===== config.mk =====
export PLATFORM = sky130hd
export DESIGN_NAME = nvsc_host
export DESIGN_NICKNAME = d
export VERILOG_FILES = /design/src/hdl/nvsc_pkg.sv /design/src/hdl/nvsc_timer.sv /design/src/hdl/nvsc_host.sv
export SDC_FILE = /design/constraint.sdc
export NUM_CORES = 1
export LEC_CHECK = 0
export BUFFER_PORTS_ARGS = -buffer_cell sky130_fd_sc_hd__buf_4
export CORE_MARGIN = 10
export CORE_UTILIZATION = 35
export CTS_CLUSTER_DIAMETER = 120
export DETAILED_ROUTE_END_ITERATION = 7
export PLACE_DENSITY = 0.5
export RECOVER_POWER = 25
export SYNTH_ARGS = -nofsm -noshare
export SYNTH_HDL_FRONTEND = slang
export SYNTH_SLANG_ARGS = --single-unit

===== constraint.sdc =====
create_clock -name clk_sys -period 2.8 [get_ports clk_sys]
set_input_delay 0.56 -clock clk_sys [delete_from_list [all_inputs] [get_ports clk_sys]]
set_output_delay 0.56 -clock clk_sys [all_outputs]
set_load 0.005 [all_outputs]

===== src/hdl/nvsc_pkg.sv =====
// constants, types and helpers for the nvsram store/recall host controller
// assumes a single 125 mhz clock and an nvsram wired to the pin bundle
package nvsc_pkg;

   localparam int ADDR_W          = 13;
   localparam int DATA_W          = 8;
   localparam int TIMER_W         = 21;

   ////////////////////////////////////////////////////////////////////////
   // timing, in ns, and the cycle counts at 8 ns
   localparam int CLK_PERIOD_NS   = 8;
   localparam int READ_CYCLE_NS   = 45;    // slowest speed grade
   localparam int STORE_PULSE_NS  = 250;   // external_store_pulse_min
   localparam int ONSET_NS        = 1000;  // inhibit_onset_delay
   localparam int RELEASE_NS      = 25;    // inhibit_release_delay
   localparam int RECALL_NS       = 20000; // recall_duration
   localparam int STORE_NS        = 10000000; // store_duration

   // least times round up
   localparam int ACC_CYC    = (READ_CYCLE_NS + CLK_PERIOD_NS - 1)
                               / CLK_PERIOD_NS;
   localparam int PULSE_CYC  = (STORE_PULSE_NS + CLK_PERIOD_NS - 1)
                               / CLK_PERIOD_NS;
   localparam int ONSET_CYC  = (ONSET_NS + CLK_PERIOD_NS - 1)
                               / CLK_PERIOD_NS;
   localparam int REL_CYC    = (RELEASE_NS + CLK_PERIOD_NS - 1)
                               / CLK_PERIOD_NS;
   localparam int RECALL_CYC = (RECALL_NS + CLK_PERIOD_NS - 1)
                               / CLK_PERIOD_NS;
   localparam int STORE_CYC  = (STORE_NS + CLK_PERIOD_NS - 1)
                               / CLK_PERIOD_NS;

   ////////////////////////////////////////////////////////////////////////
   // six-step address sequence
   localparam logic [ADDR_W-1:0] SEQ_A0     = 13'h0000;
   localparam logic [ADDR_W-1:0] SEQ_A1     = 13'h1555;
   localparam logic [ADDR_W-1:0] SEQ_A2     = 13'h0aaa;
   localparam logic [ADDR_W-1:0] SEQ_A3     = 13'h1fff;
   localparam logic [ADDR_W-1:0] SEQ_A4     = 13'h10f0;
   localparam logic [ADDR_W-1:0] SEQ_STORE  = 13'h0f0f;
   localparam logic [ADDR_W-1:0] SEQ_RECALL = 13'h0f0e;
   localparam logic [2:0]        SEQ_LAST   = 3'h5;

   typedef enum logic [2:0] {
      NVSC_OP_READ   = 3'h0,
      NVSC_OP_WRITE  = 3'h1,
      NVSC_OP_SWSTO  = 3'h2,
      NVSC_OP_SWREC  = 3'h3,
      NVSC_OP_HWSTO  = 3'h4
   } nvsc_op_e;

   typedef enum logic [8:0] {
      NVSC_IDLE  = 9'h001,
      NVSC_SETUP = 9'h002,
      NVSC_STRB  = 9'h004,
      NVSC_GAP   = 9'h008,
      NVSC_HOLD  = 9'h010,
      NVSC_ONSET = 9'h020,
      NVSC_NVRUN = 9'h040,
      NVSC_LINE  = 9'h080,
      NVSC_RECOV = 9'h100
   } nvsc_state_e;

   // pins driven toward the nvsram
   typedef struct packed {
      logic              ce_n;
      logic              we_n;
      logic              oe_n;
      logic [ADDR_W-1:0] word_select_bus;
      logic [DATA_W-1:0] byte_lane_out;
      logic              byte_lane_oe;
      logic              store_busy_oe;
   } nvsc_pins_s;

   typedef struct packed {
      nvsc_op_e          op;
      logic [ADDR_W-1:0] addr;
      logic [DATA_W-1:0] wdata;
   } nvsc_cmd_s;

   function automatic logic [ADDR_W-1:0] seq_addr(input logic [2:0] step,
                                                  input logic recall);
      logic [ADDR_W-1:0] a;
      a = SEQ_A0;
      case (step)
         3'h1: a = SEQ_A1;
         3'h2: a = SEQ_A2;
         3'h3: a = SEQ_A3;
         3'h4: a = SEQ_A4;
         3'h5: a = recall ? SEQ_RECALL : SEQ_STORE;
         default: a = SEQ_A0;
      endcase
      return a;
   endfunction

endpackage


===== src/hdl/nvsc_timer.sv =====
// down counter shared by every timed wait of the host controller
// assumes load is a one-cycle request; done is high once the count is spent
module nvsc_timer #(
   parameter int WIDTH = nvsc_pkg::TIMER_W
) (
   input  wire logic             clk_sys,
   input  wire logic             rst,
   input  wire logic             load,
   input  wire logic [WIDTH-1:0] load_val,
   output logic                  done
);

   if (WIDTH < 2) begin : g_bad_width
      $error("WIDTH too small for the count");
   end

   typedef struct packed {
      logic [WIDTH-1:0] cnt;
   } nvsc_tmr_s;

   nvsc_tmr_s st_ff;
   nvsc_tmr_s nxt_st;

   always_comb begin
      nxt_st = st_ff;
      if (load) begin
         nxt_st.cnt = load_val;
      end else if (st_ff.cnt != '0) begin
         nxt_st.cnt = st_ff.cnt - 1'b1;
      end
   end

   always_ff @(posedge clk_sys) begin
      if (rst) begin
         st_ff <= '0;
      end else begin
         st_ff <= nxt_st;
      end
   end

   assign done = (st_ff.cnt == '0);

endmodule


===== src/hdl/nvsc_host.sv =====
// host controller that drives an 8k x 8 nvsram through its pins
// assumes pin inputs are synchronous to clk_sys and the store/busy wire
// is resolved outside from store_busy_oe (low while driven)
////////////////////////////////////////////////////////////////////////////
module nvsc_host #(
   parameter int STORE_WAIT = nvsc_pkg::STORE_CYC
) (
   input  wire logic                         clk_sys,
   input  wire logic                         rst,
   input  wire logic                         cmd_valid,
   input  wire nvsc_pkg::nvsc_cmd_s          cmd,
   output logic                              cmd_ready,
   output logic                              rsp_valid,
   output logic [nvsc_pkg::DATA_W-1:0]       rsp_rdata,
   output nvsc_pkg::nvsc_pins_s              pins,
   input  wire logic [nvsc_pkg::DATA_W-1:0]  byte_lane_in,
   input  wire logic                         store_busy_in
);

   localparam int TW = nvsc_pkg::TIMER_W;

   // refuse waits that the shared timer cannot hold
   if (STORE_WAIT < 2 || STORE_WAIT >= (1 << TW)) begin : g_bad_wait
      $error("STORE_WAIT out of timer range");
   end

   typedef struct packed {
      nvsc_pkg::nvsc_state_e       state;
      nvsc_pkg::nvsc_cmd_s         cmd;
      logic [2:0]                  step;
      nvsc_pkg::nvsc_pins_s        pins;
      logic                        ready;
      logic                        rsp;
      logic [nvsc_pkg::DATA_W-1:0] rdata;
   } nvsc_host_s;

   nvsc_host_s      st_ff;
   nvsc_host_s      nxt_st;
   logic            tmr_load;
   logic [TW-1:0]   tmr_val;
   logic            tmr_done;

   function automatic logic is_seq(input nvsc_pkg::nvsc_op_e op);
      return op == nvsc_pkg::NVSC_OP_SWSTO || op == nvsc_pkg::NVSC_OP_SWREC;
   endfunction

   nvsc_timer #(
      .WIDTH (TW)
   ) u_timer (
      .clk_sys  (clk_sys),
      .rst      (rst),
      .load     (tmr_load),
      .load_val (tmr_val),
      .done     (tmr_done)
   );

   ////////////////////////////////////////////////////////////////////////
   always_comb begin
      nxt_st   = st_ff;
      tmr_load = 1'b0;
      tmr_val  = '0;
      nxt_st.rsp = 1'b0;
      case (st_ff.state)
         nvsc_pkg::NVSC_IDLE: begin
            // no new access while any device holds the shared line low
            nxt_st.ready = store_busy_in;
            if (cmd_valid && st_ff.ready) begin
               nxt_st.ready = 1'b0;
               nxt_st.cmd   = cmd;
               nxt_st.step  = 3'h0;
               if (cmd.op == nvsc_pkg::NVSC_OP_HWSTO) begin
                  nxt_st.pins.store_busy_oe = 1'b1;
                  tmr_load = 1'b1;
                  tmr_val  = TW'(nvsc_pkg::PULSE_CYC - 1);
                  nxt_st.state = nvsc_pkg::NVSC_HOLD;
               end else begin
                  nxt_st.pins.word_select_bus = is_seq(cmd.op)
                     ? nvsc_pkg::seq_addr(3'h0, 1'b0) : cmd.addr;
                  nxt_st.state = nvsc_pkg::NVSC_SETUP;
               end
            end
         end
         nvsc_pkg::NVSC_SETUP: begin
            // address settled a cycle before chip enable falls
            nxt_st.pins.ce_n = 1'b0;
            if (st_ff.cmd.op == nvsc_pkg::NVSC_OP_WRITE) begin
               nxt_st.pins.we_n          = 1'b0;
               nxt_st.pins.byte_lane_out = st_ff.cmd.wdata;
               nxt_st.pins.byte_lane_oe  = 1'b1;
            end else begin
               // sequence steps keep the gate high: its level is free
               nxt_st.pins.oe_n = is_seq(st_ff.cmd.op);
            end
            tmr_load = 1'b1;
            tmr_val  = TW'(nvsc_pkg::ACC_CYC - 1);
            nxt_st.state = nvsc_pkg::NVSC_STRB;
         end
         nvsc_pkg::NVSC_STRB: begin
            if (tmr_done) begin
               if (st_ff.cmd.op == nvsc_pkg::NVSC_OP_READ) begin
                  nxt_st.rdata = byte_lane_in;
               end
               nxt_st.pins.ce_n = 1'b1;
               nxt_st.pins.we_n = 1'b1;
               nxt_st.pins.oe_n = 1'b1;
               nxt_st.state = nvsc_pkg::NVSC_GAP;
            end
         end
         nvsc_pkg::NVSC_GAP: begin
            // data held one cycle past the rising strobe
            nxt_st.pins.byte_lane_oe = 1'b0;
            if (!is_seq(st_ff.cmd.op)) begin
               nxt_st.rsp   = 1'b1;
               nxt_st.ready = store_busy_in;
               nxt_st.state = nvsc_pkg::NVSC_IDLE;
            end else if (st_ff.step == nvsc_pkg::SEQ_LAST) begin
               // device now runs alone; wait out the full duration
               tmr_load = 1'b1;
               tmr_val  = (st_ff.cmd.op == nvsc_pkg::NVSC_OP_SWREC)
                  ? TW'(nvsc_pkg::RECALL_CYC) : TW'(STORE_WAIT);
               nxt_st.state = nvsc_pkg::NVSC_NVRUN;
            end else begin
               // steps go back to back so nothing can interleave
               nxt_st.step = st_ff.step + 3'h1;
               nxt_st.pins.word_select_bus = nvsc_pkg::seq_addr(
                  st_ff.step + 3'h1,
                  st_ff.cmd.op == nvsc_pkg::NVSC_OP_SWREC);
               nxt_st.state = nvsc_pkg::NVSC_SETUP;
            end
         end
         nvsc_pkg::NVSC_HOLD: begin
            if (tmr_done) begin
               nxt_st.pins.store_busy_oe = 1'b0;
               tmr_load = 1'b1;
               tmr_val  = TW'(nvsc_pkg::ONSET_CYC - nvsc_pkg::PULSE_CYC - 1);
               nxt_st.state = nvsc_pkg::NVSC_ONSET;
            end
         end
         nvsc_pkg::NVSC_ONSET: begin
            // device may still be serving sram until the onset passes
            if (tmr_done) begin
               nxt_st.state = nvsc_pkg::NVSC_LINE;
            end
         end
         nvsc_pkg::NVSC_NVRUN: begin
            if (tmr_done) begin
               nxt_st.state = nvsc_pkg::NVSC_LINE;
            end
         end
         nvsc_pkg::NVSC_LINE: begin
            // device holds the line through any software store, a hardware store only if written since the last one
            if (store_busy_in) begin
               tmr_load = 1'b1;
               tmr_val  = TW'(nvsc_pkg::REL_CYC - 1);
               nxt_st.state = nvsc_pkg::NVSC_RECOV;
            end
         end
         nvsc_pkg::NVSC_RECOV: begin
            if (tmr_done) begin
               nxt_st.rsp   = 1'b1;
               nxt_st.ready = store_busy_in;
               nxt_st.state = nvsc_pkg::NVSC_IDLE;
            end
         end
         default: begin
            nxt_st.state = nvsc_pkg::NVSC_IDLE;
         end
      endcase
   end

   always_ff @(posedge clk_sys) begin
      if (rst) begin
         st_ff <= '{state: nvsc_pkg::NVSC_IDLE,
                    cmd:   '{op: nvsc_pkg::NVSC_OP_READ, default: '0},
                    pins:  '{ce_n: 1'b1, we_n: 1'b1, oe_n: 1'b1,
                             default: '0},
                    default: '0};
      end else begin
         st_ff <= nxt_st;
      end
   end

   assign cmd_ready = st_ff.ready;
   assign rsp_valid = st_ff.rsp;
   assign rsp_rdata = st_ff.rdata;
   assign pins      = st_ff.pins;

   ////////////////////////////////////////////////////////////////////////
   // checks
   logic [7:0] low_cnt_ff;
   always_ff @(posedge clk_sys) begin
      if (rst || !st_ff.pins.store_busy_oe) begin
         low_cnt_ff <= 8'h00;
      end else if (low_cnt_ff != 8'hff) begin
         low_cnt_ff <= low_cnt_ff + 8'h01;
      end
   end
endmodule


=== Word level (Yosys, flattened, before mapping) ===
Cells that the tools add are included.

* Add/subtract/negate cells: 2
* Equal/unequal tests: 34
* Muxes and demuxes: 52
* Reductions and logical operators: 25

{| class="wikitable"
|+ Operators by type and width
! cell !! count
|-
| $mux W21 || 5
|-
| $pmux W21 S5 || 1
|-
| $pmux W9 S8 || 1
|-
| $mux W13 || 5
|-
| $pmux W13 S5 || 1
|-
| $mux W9 || 5
|-
| $mux W36 || 1
|-
| $pmux W13 S2 || 1
|-
| $ne A2 B2 Y1 const B || 12
|-
| $logic_not A21 Y1 || 1
|-
| $mux W7 || 3
|-
| $reduce_bool A21 Y1 || 1
|-
| $sub A21 B1 Y21 const B || 1
|-
| $eq A3 B2 Y1 const B || 6
|-
| $mux W5 || 3
|-
| $eq A3 B3 Y1 const B || 4
|-
| $mux W1 || 12
|-
| $pmux W3 S2 || 2
|-
| $reduce_and A3 Y1 || 4
|-
| $reduce_bool A2 Y1 || 5
|-
| $eq A9 B1 Y1 const B || 1
|-
| $eq A9 B2 Y1 const B || 1
|-
| $eq A9 B3 Y1 const B || 1
|-
| $eq A9 B4 Y1 const B || 1
|-
| 22 further kinds || 35
|}

* Register bits: 93
* Output and inout port bits: 36

=== Depth between registers and ports, before layout ===
* Word-level depth: 6
* Depth in mapped cells: 9
* Depth with buffers taken out: 8

=== Cells and area by module ===
Synthesis repeated with hierarchy kept, for this count alone.

* Cells, all modules: 508
* Area, all modules: 4272.8 µm²

{| class="wikitable"
|+ Modules (own cells, without submodules)
! module !! instances !! cells each !! area each (µm²)
|-
| nvsc_host || 1 || 368 || 3115.5
|-
| nvsc_timer || 1 || 140 || 1157.4
|}

=== Worst setup path before layout ===
No wires, ideal clock.

* Kind: flip-flop to flip-flop
* From: register u_timer.st_ff[0] in the netlist's numbering
* To: register u_timer.st_ff[19] in the netlist's numbering
* Setup time: 67 ps
* Arrival: 2021 ps
* Data required time: 2733 ps
* Path slack: 712 ps
* Cell stages (with the launch flop): 7
* Buffers on the path: 0
* Cell sequence: dfxtp_1 or4_4 nor4_4 nand3_2 or3_1 or3_1 a21oi_2

* Longest elaborated chain between the ends: 4
* Elaborated cells on any way between the ends: 8

{| class="wikitable"
|+ Ends and longest elaborated chain
! what !! RTL line !! RTL
|-
| from (decl) || nvsc_timer.sv:21 || <nowiki>nvsc_tmr_s st_ff;</nowiki>
|-
| from (signal assigned) || nvsc_timer.sv:37 || <nowiki>st_ff <= nxt_st;</nowiki>
|-
| branches (longest 4 deep; another with $sub A21 B1 Y21) || n/a ||
|}

Several ways; the timed one is not identified. The select of a mux whose other input is x is not followed.
A chain may end at the register's enable or synchronous reset.

=== Worst setup path in the final report ===
* From: register st_ff[66] in the netlist's numbering
* To: register st_ff, in the netlist pins[22]

* Longest elaborated chain between the ends: 3
* Elaborated cells on any way between the ends: 9

{| class="wikitable"
|+ Ends and longest elaborated chain
! what !! RTL line !! RTL
|-
| from (decl) || nvsc_host.sv:37 || <nowiki>nvsc_host_s st_ff;</nowiki>
|-
| from (signal assigned) || nvsc_host.sv:173 || <nowiki>st_ff <= '{state: nvsc_pkg::NVSC_IDLE,</nowiki>
|-
| from (signal assigned) || nvsc_host.sv:179 || <nowiki>st_ff <= nxt_st;</nowiki>
|-
| $eq A9 B1 Y1 or $eq A9 B4 Y1 (tied branches) || nvsc_host.sv:63 || <nowiki>case (st_ff.state)</nowiki>
|-
| $ne A2 B2 Y1 (no source line) or $reduce_bool A2 Y1 (tied branches) || n/a ||
|-
| $reduce_and A5 Y1 (no source line) || n/a ||
|}

Parallel ways exist; a longest one is shown, timed or not.

==> flow_summary.json <==
{
  "ys_seq_area_share_pct": 39.8,
  "powerDensity_nw_per_um2": 903,
  "route.detailed.drc": 0,
  "post_drt_wl_per_cell_um": 15.4,
  "crit_cells": 6,
  "start_util_pct": 35.6,
  "dieWidth_um": 127,
  "dp_hpwl_mm": 7.62,
  "core-area_sq_um": 11300,
  "synth_most_common_cell": "dfxtp_1",
  "ir_drop_mv": 0.321,
  "synth_cells": 469,
  "cts_made_buffers": 9,
  "crit_path_end": "pins[22]",
  "synth_top_area_cell": "dfxtp_1",
  "ant_nets": 0,
  "area_delta_synth_final_pct": 19.0,
  "routed_via_density": 5.12,
  "syn_nets": 512,
  "rsz0062_at_grt": "false",
  "clock_sinks": 80,
  "cts_hold_buf": 0,
  "drv_slew": 0,
  "critical_path_class": "register to register",
  "synth.top_cells.by_area": "dfxtp_1, buf_4, mux2i_1",
  "crit_required_ps": 2990,
  "finalHoldViolations": 0,
  "portBuffers": 71,
  "grt_pass1_vias": 3339,
  "clock_latency_ps": 340,
  "tns_ps": 0,
  "tightest_slew_ps": 1000,
  "antenna_found_initial": 0,
  "p_leak_nw": 2.14,
  "n_antenna_cell": 0,
  "crit_path_start_kind": "register",
  "die_h_um": 127,
  "synth.avg_cell_area_sq_um": 8.59,
  "drt_pass1_iterations": 4,
  "setup_viol": 0,
  "synth_top_area_share_pct": 39.8,
  "r2r_end": "pins[22]",
  "path_buf_inv": 0,
  "clk_root_buffer_cell": "clkbuf_16",
  "reg2regPathDepth": 6,
  "grt_start_max_net_pins": 37,
  "fp.dieArea_sq_um": 16200,
  "grt_first_pass_wirelength_mm": 17.1,
  "fin_nets": 554,
  "crit_chain": "nor4b_2 -> and3_1 -> o21ai_1 -> a21o_1 -> a21oi_1 -> a221oi_1",
  "worst-path-max-fanout": 19,
  "drt-initial-drc-count": 154,
  "skew_ps": 5.54,
  "fin_crit_ps": 2580,
  "cts_tree": "built",
  "netlist_top_cells_count": "dfxtp_1, nor2_1, nand2_1",
  "yosysUniqueCellTypes": 61,
  "cp-startpoint": "st_ff[66]",
  "rrSetupSlack_ps": 220,
  "totalWireLength_mm": 10.1,
  "hold_path_class": "primary input to register",
  "synth-edff-count": 0,
  "yosysWarningCount": 0,
  "r2r-start": "st_ff[66]",
  "htreeDepth": 3,
  "grt_overflow": 0,
  "io_pins": 72,
  "period_share_pct": 92.2,
  "cp.arrival_ps": 2770,
  "drive_above_1_share_pct": 19.8,
  "cap_viol_max_count": 0,
  "grt_usage_pct": 12.8,
  "path_delay_family": "compound AO/OA/AOI/OAI gates",
  "num_vias": 3367,
  "synth_seq_cells": 80,
  "gp_congestion": 0.882,
  "async_flop_share_pct": 0,
  "row_count": 39,
  "status": "completed",
  "fmax_mhz": 387,
  "cp-end-kind": "register",
  "synth_ff_type": "dfxtp_1",
  "cp_slowest_stage_delay_ps": 570,
  "cp_slowest_cell": "nor4b_2",
  "fin_total_pwr_mw": 4.33,
  "clkTransAtPathRegs_ps": 60,
  "syn-cell-area_sq_um": 4030,
  "clk_path_buf_depth": 2,
  "relSlewSlack_pct": 33.3
}
[placed cells by master (no fill, tap or decap), types with 3 or more instances in the layout]
master,n
o21ai_0,7
mux2i_1,25
clkbuf_16,9
xor2_1,10
xnor2_1,9
nand2_1,46
and4b_1,3
inv_1,20
ha_1,7
nand4_1,4
nand2b_1,8
nand3_1,7
clkbuf_1,11
a21oi_1,27
and3_1,6
dfxtp_1,80
a211oi_1,3
nor2b_1,4
or3_1,7
o2bb2ai_1,4
a221oi_1,14
nor2_1,54
buf_4,56
nor4_1,8
and4_1,3
nor3_1,14
clkbuf_4,19
[logic make-up (layout without fill, tap and decap cells)]
kind of cell / Yosys count / in the layout / share of synthesized area (%)
flip-flops: 80 / 80 / 39.8
XOR/XNOR: 19 / 19 / 4.13
buffers and inverters: 74 / 120 / 10.3
AO/OA/AOI/OAI: 79 / 79 / 13.6
adder cells (fa/ha/maj): 7 / 7 / 2.17
AND/OR/NAND/NOR: 185 / 185 / 23.8
multiplexers: 25 / 25 / 6.21
[area by class of cell]
cell class                      count  area (sq um)
Clock buffer                       12           256
Clock inverter                      3          65.1
Fill cell                        1168          6530
Inverter                           20          75.1
Multi-Input combinational cell    315          2020
Sequential cell                    80          1600
Tap cell                          143           179
Timing Repair Buffer               85           601
[worst reg2reg max path: stages (launching register included)]
cell      delay [ps]
dfxtp_1          480
nor4b_2          570
and3_1           260
o21ai_1          170
a21o_1           430
a21oi_1          390
a221oi_1         130
[stage by stage]
stage          hold slack, ps  cell area (sq um)  worst slack (ps)  util (%)  cells
2_1_floorplan             434               4030               712         -    469
5_1_grt                   444               4800              28.9      42.4    658
3_5_place_dp              462               4500               248      39.7    642
4_1_cts                   440               4820               253      42.6    657
3_3_place_gp              450               4500               247      39.7    642
6_report                  448               4800               219      42.4    658
[timing repair]
| item | in CTS | in global routing |
|---|---|---|
| setup endpoints to repair | 0 | 5 |
| buffers inserted | 0 | 1 |
| resized for setup | 0 | 1 |
[registers in the layout, summed over array words and instances (netlist names)]
| name | count |
|---|---|
| st_ff | 23 |
| pins | 26 |
| u_timer.st_ff | 21 |
| rsp_valid | 1 |
| cmd_ready | 1 |
| rsp_rdata | 8 |
[how the worst min path moves through the flow]
stage	endpoint	slack (ps)	from	depth (start not counted)
final	st_ff[44]	450	cmd[5]	3
after global routing	rsp_rdata[3]	440	byte_lane_in[3]	3
after CTS	st_ff[44]	440	cmd[5]	3
after detailed placement	pins[1]	460	pins[1]	2
after global placement	pins[1]	450	pins[1]	2
after floorplan	pins[1]	430	pins[1]	2
[per-layer routing]
layer	global-route usage (%)	routed length [um]	up-vias
li1	-	-	1702
met1	16.4	4610	1546
met2	18.7	4520	104
met3	4.43	790	15
met4	5.83	192	0
met5	0	0	-
[where the power goes]
group	total [mW]	leakage, nW	switching [mW]	internal [mW]
registers	1.51	0.650	0.181	1.33
clock network	1.28	0.159	0.453	0.823
logic	1.55	1.33	0.831	0.715
total	4.33	2.14	1.46	2.87
Power figures use the tool's default switching activity.
